--- src/hw/timer_trap_pkg.sv ---
// Constants and types for the timer access trap controls
package timer_trap_pkg;
   localparam int CTRL_WIDTH = 64;
   localparam int NESTED_VTIMER_BIT = 16;
   localparam int NESTED_PTIMER_BIT = 15;
   localparam int VCOUNT_READ_BIT = 14;
   localparam int VTIMER_ACCESS_BIT = 13;
   localparam int FIELD_NESTED_VTIMER = 3;
   localparam int FIELD_NESTED_PTIMER = 2;
   localparam int FIELD_VCOUNT_READ = 1;
   localparam int FIELD_VTIMER_ACCESS = 0;
   localparam logic [3:0] TRAP_CTRL_RESET = 4'h0;
   localparam logic [1:0] LEVEL_USER = 2'h0;
   localparam logic [1:0] LEVEL_KERNEL = 2'h1;

   typedef enum logic [3:0] {
      REG_OTHER = 4'b0000,
      REG_VTIMER_CTRL_HOST_ALIAS = 4'b0001,
      REG_VTIMER_COMPARE_HOST_ALIAS = 4'b0010,
      REG_PTIMER_CTRL_HOST_ALIAS = 4'b0011,
      REG_PTIMER_COMPARE_HOST_ALIAS = 4'b0100,
      REG_VIRTUAL_COUNT_VALUE = 4'b0101,
      REG_VTIMER_CTRL = 4'b0110,
      REG_VTIMER_COMPARE = 4'b0111,
      REG_VTIMER_COUNTDOWN = 4'b1000
   } access_reg_type;
endpackage

--- src/hw/trap_decide_if.sv ---
// Interface between the control register holder and the trap decider
`timescale 1ns/10ps
interface trap_decide_if;
   import timer_trap_pkg::*;
   logic [3:0] ctrlEff;
   logic hostKernelMode;
   logic trapGeneralExceptions;
   logic nestedVirtOn;
   logic nestedVirtLegacyMode;
   logic nestedVirtEnhancedMode;
   logic el2Enabled;
   logic [1:0] accessLevel;
   logic accessIs32;
   logic accessIsRead;
   access_reg_type accessReg;
   logic userVirtCountEnable;
   logic userVirtTimerEnable;
   logic legacyUserVirtCountEnable;
   logic legacyUserVirtTimerEnable;
   logic hypTrap;
   logic kernelTrap;
   modport requester (
      output ctrlEff, hostKernelMode, trapGeneralExceptions, nestedVirtOn, nestedVirtLegacyMode,
      nestedVirtEnhancedMode, el2Enabled, accessLevel, accessIs32, accessIsRead, accessReg,
      userVirtCountEnable, userVirtTimerEnable, legacyUserVirtCountEnable, legacyUserVirtTimerEnable,
      input hypTrap, kernelTrap
   );
   modport decider (
      input ctrlEff, hostKernelMode, trapGeneralExceptions, nestedVirtOn, nestedVirtLegacyMode,
      nestedVirtEnhancedMode, el2Enabled, accessLevel, accessIs32, accessIsRead, accessReg,
      userVirtCountEnable, userVirtTimerEnable, legacyUserVirtCountEnable, legacyUserVirtTimerEnable,
      output hypTrap, kernelTrap
   );
endinterface

--- src/hw/timer_access_trap_ctrl.sv ---
// Trap controls for lower-level timer and counter accesses
`timescale 1ns/10ps
module timer_access_trap_ctrl
   import timer_trap_pkg::*;
#(
   parameter bit COUNTER_VIRT_FEATURE = 1'b1,
   parameter bit EL2_PRESENT = 1'b1,
   parameter bit EL3_PRESENT = 1'b1
)
(
   input wire logic clk,
   input wire logic reset_n,
   input wire logic ctrlWrite,
   input wire logic [CTRL_WIDTH-1:0] ctrlWriteData,
   output logic [CTRL_WIDTH-1:0] ctrlReadData,
   input wire logic hostKernelMode,
   input wire logic trapGeneralExceptions,
   input wire logic nestedVirtOn,
   input wire logic nestedVirtLegacyMode,
   input wire logic nestedVirtEnhancedMode,
   input wire logic el2Enabled,
   input wire logic userVirtCountEnable,
   input wire logic userVirtTimerEnable,
   input wire logic legacyUserVirtCountEnable,
   input wire logic legacyUserVirtTimerEnable,
   input wire logic accessValid,
   input wire logic [1:0] accessLevel,
   input wire logic accessIs32,
   input wire logic accessIsRead,
   input wire access_reg_type accessReg,
   output logic respValid,
   output logic respComplete,
   output logic respHypTrap,
   output logic respKernelTrap
);
   // ****************************************
   // Control bits
   // ****************************************
   logic [3:0] ctrl_reg;
   logic [3:0] ctrl_next;
   logic respValid_reg;
   logic respComplete_reg;
   logic respHypTrap_reg;
   logic respKernelTrap_reg;
   trap_decide_if decideBus ();

   wire [3:0] writeBits = {ctrlWriteData[NESTED_VTIMER_BIT], ctrlWriteData[NESTED_PTIMER_BIT],
      ctrlWriteData[VCOUNT_READ_BIT], ctrlWriteData[VTIMER_ACCESS_BIT]};
   // Bits are reserved zero without the feature
   assign ctrl_next = !COUNTER_VIRT_FEATURE ? TRAP_CTRL_RESET : (ctrlWrite ? writeBits : ctrl_reg);
   // Reset to a fixed value; software must still program it
   always_ff @(posedge clk or negedge reset_n)
   begin
      if (!reset_n)
         ctrl_reg <= TRAP_CTRL_RESET;
      else
         ctrl_reg <= ctrl_next;
   end

   // Readback shows the stored bits, even where they act as zero
   always_comb
   begin
      ctrlReadData = '0;
      ctrlReadData[NESTED_VTIMER_BIT] = ctrl_reg[FIELD_NESTED_VTIMER];
      ctrlReadData[NESTED_PTIMER_BIT] = ctrl_reg[FIELD_NESTED_PTIMER];
      ctrlReadData[VCOUNT_READ_BIT] = ctrl_reg[FIELD_VCOUNT_READ];
      ctrlReadData[VTIMER_ACCESS_BIT] = ctrl_reg[FIELD_VTIMER_ACCESS];
   end

   // ****************************************
   // Decision
   // ****************************************
   // EL3 without EL2 forces every control to zero
   wire el3Only = EL3_PRESENT && !EL2_PRESENT;
   // No dependence on the enhanced virtualization enable
   assign decideBus.ctrlEff = el3Only ? TRAP_CTRL_RESET : ctrl_reg;
   assign decideBus.hostKernelMode = hostKernelMode;
   assign decideBus.trapGeneralExceptions = trapGeneralExceptions;
   assign decideBus.nestedVirtOn = nestedVirtOn;
   assign decideBus.nestedVirtLegacyMode = nestedVirtLegacyMode;
   assign decideBus.nestedVirtEnhancedMode = nestedVirtEnhancedMode;
   assign decideBus.el2Enabled = el2Enabled & EL2_PRESENT;
   assign decideBus.accessLevel = accessLevel;
   assign decideBus.accessIs32 = accessIs32;
   assign decideBus.accessIsRead = accessIsRead;
   assign decideBus.accessReg = accessReg;
   assign decideBus.userVirtCountEnable = userVirtCountEnable;
   assign decideBus.userVirtTimerEnable = userVirtTimerEnable;
   assign decideBus.legacyUserVirtCountEnable = legacyUserVirtCountEnable;
   assign decideBus.legacyUserVirtTimerEnable = legacyUserVirtTimerEnable;

   trap_decider decider (
      .bus(decideBus)
   );

   // ****************************************
   // Response
   // ****************************************
   // A trapped access does not complete
   wire completeNow = accessValid & ~decideBus.hypTrap & ~decideBus.kernelTrap;
   // Kernel trap masks the hypervisor trap
   wire hypNow = accessValid & decideBus.hypTrap & ~decideBus.kernelTrap;
   always_ff @(posedge clk or negedge reset_n)
   begin
      if (!reset_n)
      begin
         respValid_reg <= 1'b0;
         respComplete_reg <= 1'b0;
         respHypTrap_reg <= 1'b0;
         respKernelTrap_reg <= 1'b0;
      end
      else
      begin
         respValid_reg <= accessValid;
         respComplete_reg <= completeNow;
         respHypTrap_reg <= hypNow;
         respKernelTrap_reg <= accessValid & decideBus.kernelTrap;
      end
   end
   assign respValid = respValid_reg;
   assign respComplete = respComplete_reg;
   assign respHypTrap = respHypTrap_reg;
   assign respKernelTrap = respKernelTrap_reg;

   wire hostAllIn = hostKernelMode & trapGeneralExceptions;
   wire nestedCond = ~hostAllIn & nestedVirtEnhancedMode & ~nestedVirtLegacyMode & nestedVirtOn;
endmodule

--- src/hw/trap_decider.sv ---
// Combinational trap decision for one system register access
`timescale 1ns/10ps
module trap_decider
   import timer_trap_pkg::*;
(
   trap_decide_if.decider bus
);
   wire hostAll = bus.hostKernelMode & bus.trapGeneralExceptions;
   wire lowLevel = (bus.accessLevel == LEVEL_USER) | (bus.accessLevel == LEVEL_KERNEL);
   wire fromKernel = bus.accessLevel == LEVEL_KERNEL;
   wire fromUser = bus.accessLevel == LEVEL_USER;
   wire isValias = (bus.accessReg == REG_VTIMER_CTRL_HOST_ALIAS) | (bus.accessReg == REG_VTIMER_COMPARE_HOST_ALIAS);
   wire isPalias = (bus.accessReg == REG_PTIMER_CTRL_HOST_ALIAS) | (bus.accessReg == REG_PTIMER_COMPARE_HOST_ALIAS);
   wire isVcount = bus.accessReg == REG_VIRTUAL_COUNT_VALUE;
   wire isVtimer = (bus.accessReg == REG_VTIMER_CTRL) | (bus.accessReg == REG_VTIMER_COMPARE)
      | (bus.accessReg == REG_VTIMER_COUNTDOWN);
   wire nestedOk = ~hostAll & bus.nestedVirtEnhancedMode & ~bus.nestedVirtLegacyMode & bus.nestedVirtOn;
   wire nestedVtrap = bus.ctrlEff[FIELD_NESTED_VTIMER] & bus.el2Enabled & fromKernel & isValias & nestedOk;
   wire nestedPtrap = bus.ctrlEff[FIELD_NESTED_PTIMER] & bus.el2Enabled & fromKernel & isPalias & nestedOk;
   // Kernel enables only police user level outside host mode
   wire countKernel = fromUser & ~hostAll & isVcount
      & (~bus.userVirtCountEnable | (bus.accessIs32 & ~bus.legacyUserVirtCountEnable));
   wire timerKernel = fromUser & ~hostAll & isVtimer
      & (~bus.userVirtTimerEnable | (bus.accessIs32 & ~bus.legacyUserVirtTimerEnable));
   wire vcountTrap = bus.ctrlEff[FIELD_VCOUNT_READ] & bus.el2Enabled & lowLevel & ~hostAll
      & isVcount & bus.accessIsRead & ~countKernel;
   wire vtimerTrap = bus.ctrlEff[FIELD_VTIMER_ACCESS] & bus.el2Enabled & lowLevel & ~hostAll
      & isVtimer & ~timerKernel;
   assign bus.kernelTrap = countKernel | timerKernel;
   assign bus.hypTrap = nestedVtrap | nestedPtrap | vcountTrap | vtimerTrap;
endmodule
--- config.mk ---
export PLATFORM = sky130hd
export DESIGN_NAME = timer_access_trap_ctrl
export DESIGN_NICKNAME = d
export VERILOG_FILES = /design/src/hw/timer_trap_pkg.sv /design/src/hw/trap_decide_if.sv /design/src/hw/timer_access_trap_ctrl.sv /design/src/hw/trap_decider.sv
export SDC_FILE = /design/constraint.sdc
export NUM_CORES = 1
export LEC_CHECK = 0
export BUFFER_PORTS_ARGS = -buffer_cell sky130_fd_sc_hd__buf_2
export CAP_MARGIN = 5
export CORE_AREA = 2 2 60 62
export CTS_BUF_LIST = sky130_fd_sc_hd__clkbuf_2
export DETAILED_ROUTE_END_ITERATION = 6
export DIE_AREA = 0 0 62 64
export HOLD_SLACK_MARGIN = 0.06
export PLACE_DENSITY = 0.81
export SETUP_SLACK_MARGIN = 0.3
export SKIP_CTS_REPAIR_TIMING = 1
export SYNTH_ARGS = -nofsm -noshare
export SYNTH_HDL_FRONTEND = slang
export SYNTH_SLANG_ARGS = --single-unit
--- constraint.sdc ---
create_clock -name clk -period 2.5 [get_ports clk]
set_input_delay 0.625 -clock clk [delete_from_list [all_inputs] [get_ports clk]]
set_output_delay 0.625 -clock clk [all_outputs]
set_load 0.005 [all_outputs]
==> results of run 1 <==
==> critical path, stage by stage <==
cell and delay (ns):
buf_2 0.13, or4b_4 0.55, a22oi_2 0.19, o21ai_1 0.12, nand2_2 0.11, a31oi_1 0.04
==> routing by layer <==
layer	track usage, %	wire, um	vias up	part of all wire (%)
met3	0.607	220	2	15
met4	3.99	14	0	0.93
met1	6.72	519	257	35
met5	0	0	-	0
met2	12.0	744	60	50
li1	-	-	293	-
==> cell usage after synthesis <==
master	number	share of area (%)
a211oi_2	1	1.4
inv_1	1	0.41
dfrtp_1	8	22
a21boi_1	1	0.81
a31oi_1	2	1.4
or4b_4	1	1.5
nor3b_1	1	0.81
or2b_1	1	0.81
nor2_1	3	1.2
mux2_2	5	6.1
a311o_1	1	1.1
nand2_2	1	0.68
nand3b_1	2	1.6
o21ai_1	1	0.54
nand3_1	2	1.1
nand2b_1	1	0.68
conb_1	1	0.41
buf_4	60	49
a21oi_1	2	1.1
nor3b_2	1	1.4
and4bb_1	2	2.7
a22oi_2	1	1.4
nand2_1	4	1.6
a21boi_0	1	0.81
==> through the flow <==
stage                     setup slack, ns  instance area, um2  hold slack [ns]  std cells  utilization [%]
after global routing                0.774                 931            0.201        185             28.3
final                               0.842                 931            0.211        185             28.3
after CTS                           0.838                 931            0.199        185             28.3
after floorplan                     0.811                1140            0.329        163                -
after detailed placement            0.587                 916            0.469        182             27.9
after global placement              0.607                 916            0.465        182             27.9
==> power by group <==
part           leakage (nW)  switching (W)  internal (W)
Combinational         0.423      0.0000493     0.0000370
Sequential           0.0981     0.00000608      0.000138
Clock                0.0125      0.0000394     0.0000326
==> how the worst max path moves through the flow <==
stage                         from            to  slack [ns]  depth (start not counted)
floorplan             accessReg[1]  respComplete        0.81                          5
finish                accessReg[1]  respComplete        0.84                          6
global route        hostKernelMode  respComplete        0.77                          6
global placement      accessReg[1]  respComplete        0.61                          6
CTS                   accessReg[1]  respComplete        0.84                          6
detailed placement    accessReg[1]  respComplete        0.59                          6
==> cell type report <==
cell class | count | area [um2] | area share, %
Clock buffer | 3 | 15.0 | 1.61
Inverter | 1 | 3.75 | 0.403
Multi-Input combinational cell | 94 | 489 | 52.6
Sequential cell | 8 | 200 | 21.5
Tap cell | 46 | 57.6 | 6.18
Timing Repair Buffer | 33 | 165 | 17.7
==> cell families after synthesis <==
| kind of cell | after synthesis |
|---|---|
| compound gates | 10 |
| buf+inv | 61 |
| flops | 8 |
| mux | 5 |
| other cells | 1 |
| simple gates | 19 |
==> results.md, run 1 <==
* Status: finished, final reports clean
* Xor/xnor share of the synthesized area at 0%
* Mux cell area share after synthesis at around 6%
* Simple-gate share of the synthesized area at 14.1%
* CTS buffer count at 3
* Final Cycle Share at 66.3%
* CP Capture Type: register
* Largest family of logic cells by synthesized area: buffers and inverters
* Avg Cell Area, Syn at 8.87 um2
* Worst Path Max Fanout at 6
* NumNets Final at roughly 230
* Routed Antenna Nets at 0
* Root Buffer: clkbuf_2
* CTS sink cnt at 8
* Vias per inst at 3.31
* IO buf count at 33
* Antenna diode instance count at 0
* Post-DP HPWL at ~1400 um
* Syn. warnings at 0
* Initial antenna violation count at 0
* Cell row count at 21
* Commonest non-fill, non-tap cell in the layout: conb_1
* Iteration-0 DRC Markers at 1
* Worst setup SP type: input pin
* Worst Hold Class: input pin to asynchronous set/reset pin
* R2R depth at 5
* Complex-gate fraction of the synthesized area at under 10%
* Die area at approximately 4000 um2
* Worst setup path category: input pin to register
* R2R Path End: respHypTrap
* Die W at around 62 um
* Reg-to-Reg Start: ctrl_reg[3]
* Yosys reg bits at 8
* GPL Wtd Cong at 0.740
* Pre-antenna DRT Iters at 4
* Insertion delay to the later sink of the worst-skew pair at around 0.23 ns
* Sequential share of the synthesized area at between 20% and 30%
* WL per Instance at 8.10 um
* Most frequent cells in the layout: conb_1 (60), buf_2 (33), dfrtp_1 (8)
* Clk_skew at between 0.01 and 0.015 ns
* Final setup viols at 0
* Max-cap viol count at 0
* Fin. max-slew vios at 0
* Via count at 612
* First-pass GRT wire length at 1890 um
* Worst EP arrival at ~1.8 ns
* Die span in y at 64 um
* Hold Fails Final Rpt at 0
* IO Pins at about 150
* CTS tree: done
* Vias in the first global route at ~470
* Ratio of cells with drive above 1 in the final layout at between 30% and 40%
* Initial Utilization at 28.1%
* PwrDens at approximately 320 nW/um2
* Post-Route WL at ~1500 um
* Largest net degree at the start of global routing at 9
* Synthesis-to-layout area growth at 0.950%
* Clk slew on worst S/H paths at ~0.070 ns
* CP required at roughly 2.6 ns
* Final critical-path required period at roughly 1.7 ns
* Core Area at 3280 um2
* Netlist cell types at 24
* F_max at between 600 and 700 MHz
* R2R setup slack at between 1 and 1.5 ns
* Setup repair after global routing missed its margin: false
* Post-synthesis cell area at 922 um2
* Total Power at 0.000303 W
* Global Route Usage Sum at around 6.5%
* Adder-cell share of the synthesized area at 0%
* P_leak at about 0.53 nW
* TNS Setup at 0 ns
* Max FFs per register at 4
* Mapped Cells at 104
* Clock buffer depth at 2
* Fillers at 376
* Total gr overflow at 0
* DRC errors left at 0
* Maximum vdd drop at approximately 66 uV
* Htree depth at 1
Power figures use the tool's default switching activity.
==> run 2: changes to the inputs <==
--- a/config.mk
+++ b/config.mk
@@ -7,12 +7,12 @@
 export LEC_CHECK = 0
 export BUFFER_PORTS_ARGS = -buffer_cell sky130_fd_sc_hd__buf_2
 export CAP_MARGIN = 5
-export CORE_AREA = 2 2 60 62
+export CORE_AREA = 2 2 61 63
 export CTS_BUF_LIST = sky130_fd_sc_hd__clkbuf_2
 export DETAILED_ROUTE_END_ITERATION = 6
-export DIE_AREA = 0 0 62 64
+export DIE_AREA = 0 0 63 65
 export HOLD_SLACK_MARGIN = 0.06
-export PLACE_DENSITY = 0.81
+export PLACE_DENSITY = 0.79
 export SETUP_SLACK_MARGIN = 0.3
 export SKIP_CTS_REPAIR_TIMING = 1
 export SYNTH_ARGS = -nofsm -noshare
==> constraint.sdc (replaced) <==
create_clock -name clk -period 1.65 [get_ports clk]
set_input_delay 0.4125 -clock clk [delete_from_list [all_inputs] [get_ports clk]]
set_output_delay 0.4125 -clock clk [all_outputs]
set_load 0.005 [all_outputs]
==> results.md, run 2 (same netlist as run 1, synthesis figures left out) <==
* Worst-path cell with the longest stage delay: a311o_1
* Worst setup path category: input pin to register
* Status: finished, final reports clean
* Pre-antenna DRT Iters at 3 (-1)
* Count of buffer and inverter cells on the critical path at 1 (unchanged)
* Worst Path Max Fanout at 3 (-3)
* Final setup viols at 0 (unchanged)
* PwrDens at 489 nW/um2 (+50%)
* Comb power frac at 30.9% (+2.4 points)
* Number of cells on the critical path at 6 (unchanged)
* WL per Instance at 8.47 um (+4.6%)
* Worst EP arrival at 1.57 ns (-0.19 ns)
* Via count at 629 (+2.8%)
* Vias per inst at 3.31 (about the same)
* Most frequent cells in the layout: conb_1 (60), buf_2 (33), dfrtp_1 (8)
* Total gr overflow at 0 (unchanged)
* Post-Route WL at 1610 um (+7.5%)
* Critical Path Sink: respHypTrap
* Hold Fails Final Rpt at 0 (unchanged)
* Setup crit start: trapGeneralExceptions
* GPL Wtd Cong at 0.718 (-3.1%)
* R2R depth at 5 (unchanged)
* Util after Layout at 28.0% (-0.39 points)
* Die area at 4100 um2 (+3.2%)
* Max FFs per register at 4 (unchanged)
* F_max at just under 700 MHz
* R2R Path End: respHypTrap
* Global Route Usage Sum at 7.43% (+0.88 points)
* Max-cap viol count at 0 (unchanged)
* Met2 Use GR at 9.71% (-2.3 points)
* IO Pins at 154 (unchanged)
* Ratio of cells with drive above 1 in the final layout at 35.2% (+2.1 points)
* CTS tree: done
* R2R setup slack at 0.26 ns (-0.83 ns)
* Iteration-0 DRC Markers at 6 (+5)
* HP Start: accessValid
* Initial antenna violation count at 0 (unchanged)
* DP Worst Slack at -0.0252 ns (-0.612 ns)
* Clock buffer depth at 2 (unchanged)
* Worst setup SP type: input pin
* Clk pwr share at 23.3% (-0.5 points)
* Fin. max-slew vios at 0 (unchanged)
* Insertion delay to the later sink of the worst-skew pair at 0.23 ns (about the same)
* Top Family by Delay on Critical Path: compound AO/OA/AOI/OAI gates
* Largest net degree at the start of global routing at 9 (unchanged)
* Die W at 63 um (+1.6%)
* Pint at 0.000325 W (+57%)
* Commonest non-fill, non-tap cell in the layout: conb_1
* P_leak at 0.553 nW (+3.6%)
* Maximum vdd drop at 296 uV (+350%)
* Sw Share at 31.8% (+0.49 points)
* M1 GR Usage at 9.19% (+2.5 points)
* IO buf count at 33 (unchanged)
* Root Buffer: clkbuf_2
* Htree depth at 1 (unchanged)
* Worst Setup Slack, final at 0.198 ns (-0.644 ns)
* Sequential power share at 45.8% (-1.9 points)
* Final Cycle Share at 88.0%
* Crit path cell chain: buf_2, a211oi_4, a21boi_2, nor2_1, a311o_1, nor3b_2
* CP required at 1.77 ns (-0.83 ns)
* NumNets Final at 230 (+1.3%)
* Final critical-path required period at 1.45 ns
* Synthesis-to-layout area growth at 5.97%
* Top Usage Layer GRT: met2
* CTS buffer count at 3 (unchanged)
* Hold path depth at 1
* Fillers at 401 (+6.6%)
* Setup repair after global routing missed its margin: true
* Core Area at 3500 um2 (+6.4%)
* First-pass GRT wire length at 2250 um (+19%)
* Post-DP HPWL at 1430 um (+0.56%)
* Psw at 0.000152 W (+60%)
* Cell row count at 22 (+4.8%)
* Clk_skew at 0.00140 ns (-0.00928 ns)
* Reg-to-Reg Start: ctrl_reg[3]
* Total Power at 0.000477 W (+58%)
* CTS sink cnt at 8 (unchanged)
* Worst Hold Class: input pin to register
* Vias in the first global route at 466 (-0.21%)
* Routed Antenna Nets at 0 (unchanged)
* Met3 usage at 6.60% (+6.0 points)
* Antenna diode instance count at 0 (unchanged)
* CP Capture Type: register
* Slowest stage delay, CP at 0.34 ns (-0.21 ns)
* Die span in y at 65 um (+1.6%)
* Initial Utilization at 26.4% (-1.7 points)
* Clk slew on worst S/H paths at 0.07 ns (about the same)
* DRC errors left at 0 (unchanged)
-- run 2: cell count changes in the layout (fill, tap and decap cells not counted) --
cell / change
mux2_2: -1
o21ai_2: +1
a211oi_2: -1
a211oi_4: +1
a21boi_2: +1
mux2_4: +1
dlygate4sd3_1: +1
a21boi_1: -1
buf_4: +2
o21ai_1: -1
-- run 2: per-stage QoR --
| stage | instances | setup TNS (ns) | instance area, um2 | hold slack, ns |
|---|---|---|---|---|
| after floorplan | 163 | 0 | 1160 | 0.117 |
| final | 190 | 0 | 977 | 0.336 |
| after CTS | 187 | 0 | 952 | 0.00304 |
| after global routing | 190 | 0 | 977 | 0.304 |
| after detailed placement | 184 | -0.0469 | 937 | 0.265 |
| after global placement | 184 | 0 | 937 | 0.262 |
-- run 2: worst min-delay path by stage --
stage                             end  slack (ns)
after floorplan           ctrl_reg[0]        0.12
after global placement    ctrl_reg[2]        0.26
after detailed placement  ctrl_reg[2]        0.26
after CTS                 ctrl_reg[2]       0.003
after global routing        respValid        0.30
final                       respValid        0.34
-- run 2: area by class of cell --
type                    count  area, um2  share of cell area (%)
clock buffers               3       15.0                    1.54
inverters                   1       3.75                   0.384
multi-input cells          94        508                    52.0
flip-flops and latches      8        200                    20.5
well taps                  48       60.1                    6.15
repair buffers             36        190                    19.5
-- run 2: worst reg2reg max path, cell delays in order (launching register included) --
cell and delay, ns:
dfrtp_1 0.41, mux2_4 0.27, nand3b_1 0.08, a21oi_1 0.07
a311o_1 0.30, nor3b_2 0.16
-- run 2: routing by layer --
layer  share of wire [%]  wire length [um]  vias up
li1                    -                 -      300
met1                  42               676      265
met2                  37               598       64
met3                  21               335        0
met4                   0                 0        0
met5                   0                 0        -
-- run 2: power groups by stage --
| stage | Combinational [W] | Clock [W] | Sequential [W] |
|---|---|---|---|
| 3_5_place_dp | 0.000137 | 0 | 0.000223 |
| 4_1_cts | 0.000137 | 0.000116 | 0.000220 |
| 5_1_grt | 0.000167 | 0.000137 | 0.000221 |
| 3_3_place_gp | 0.000134 | 0 | 0.000223 |
| 6_report | 0.000147 | 0.000111 | 0.000218 |
| 2_1_floorplan | 0.000175 | 0 | 0.000223 |
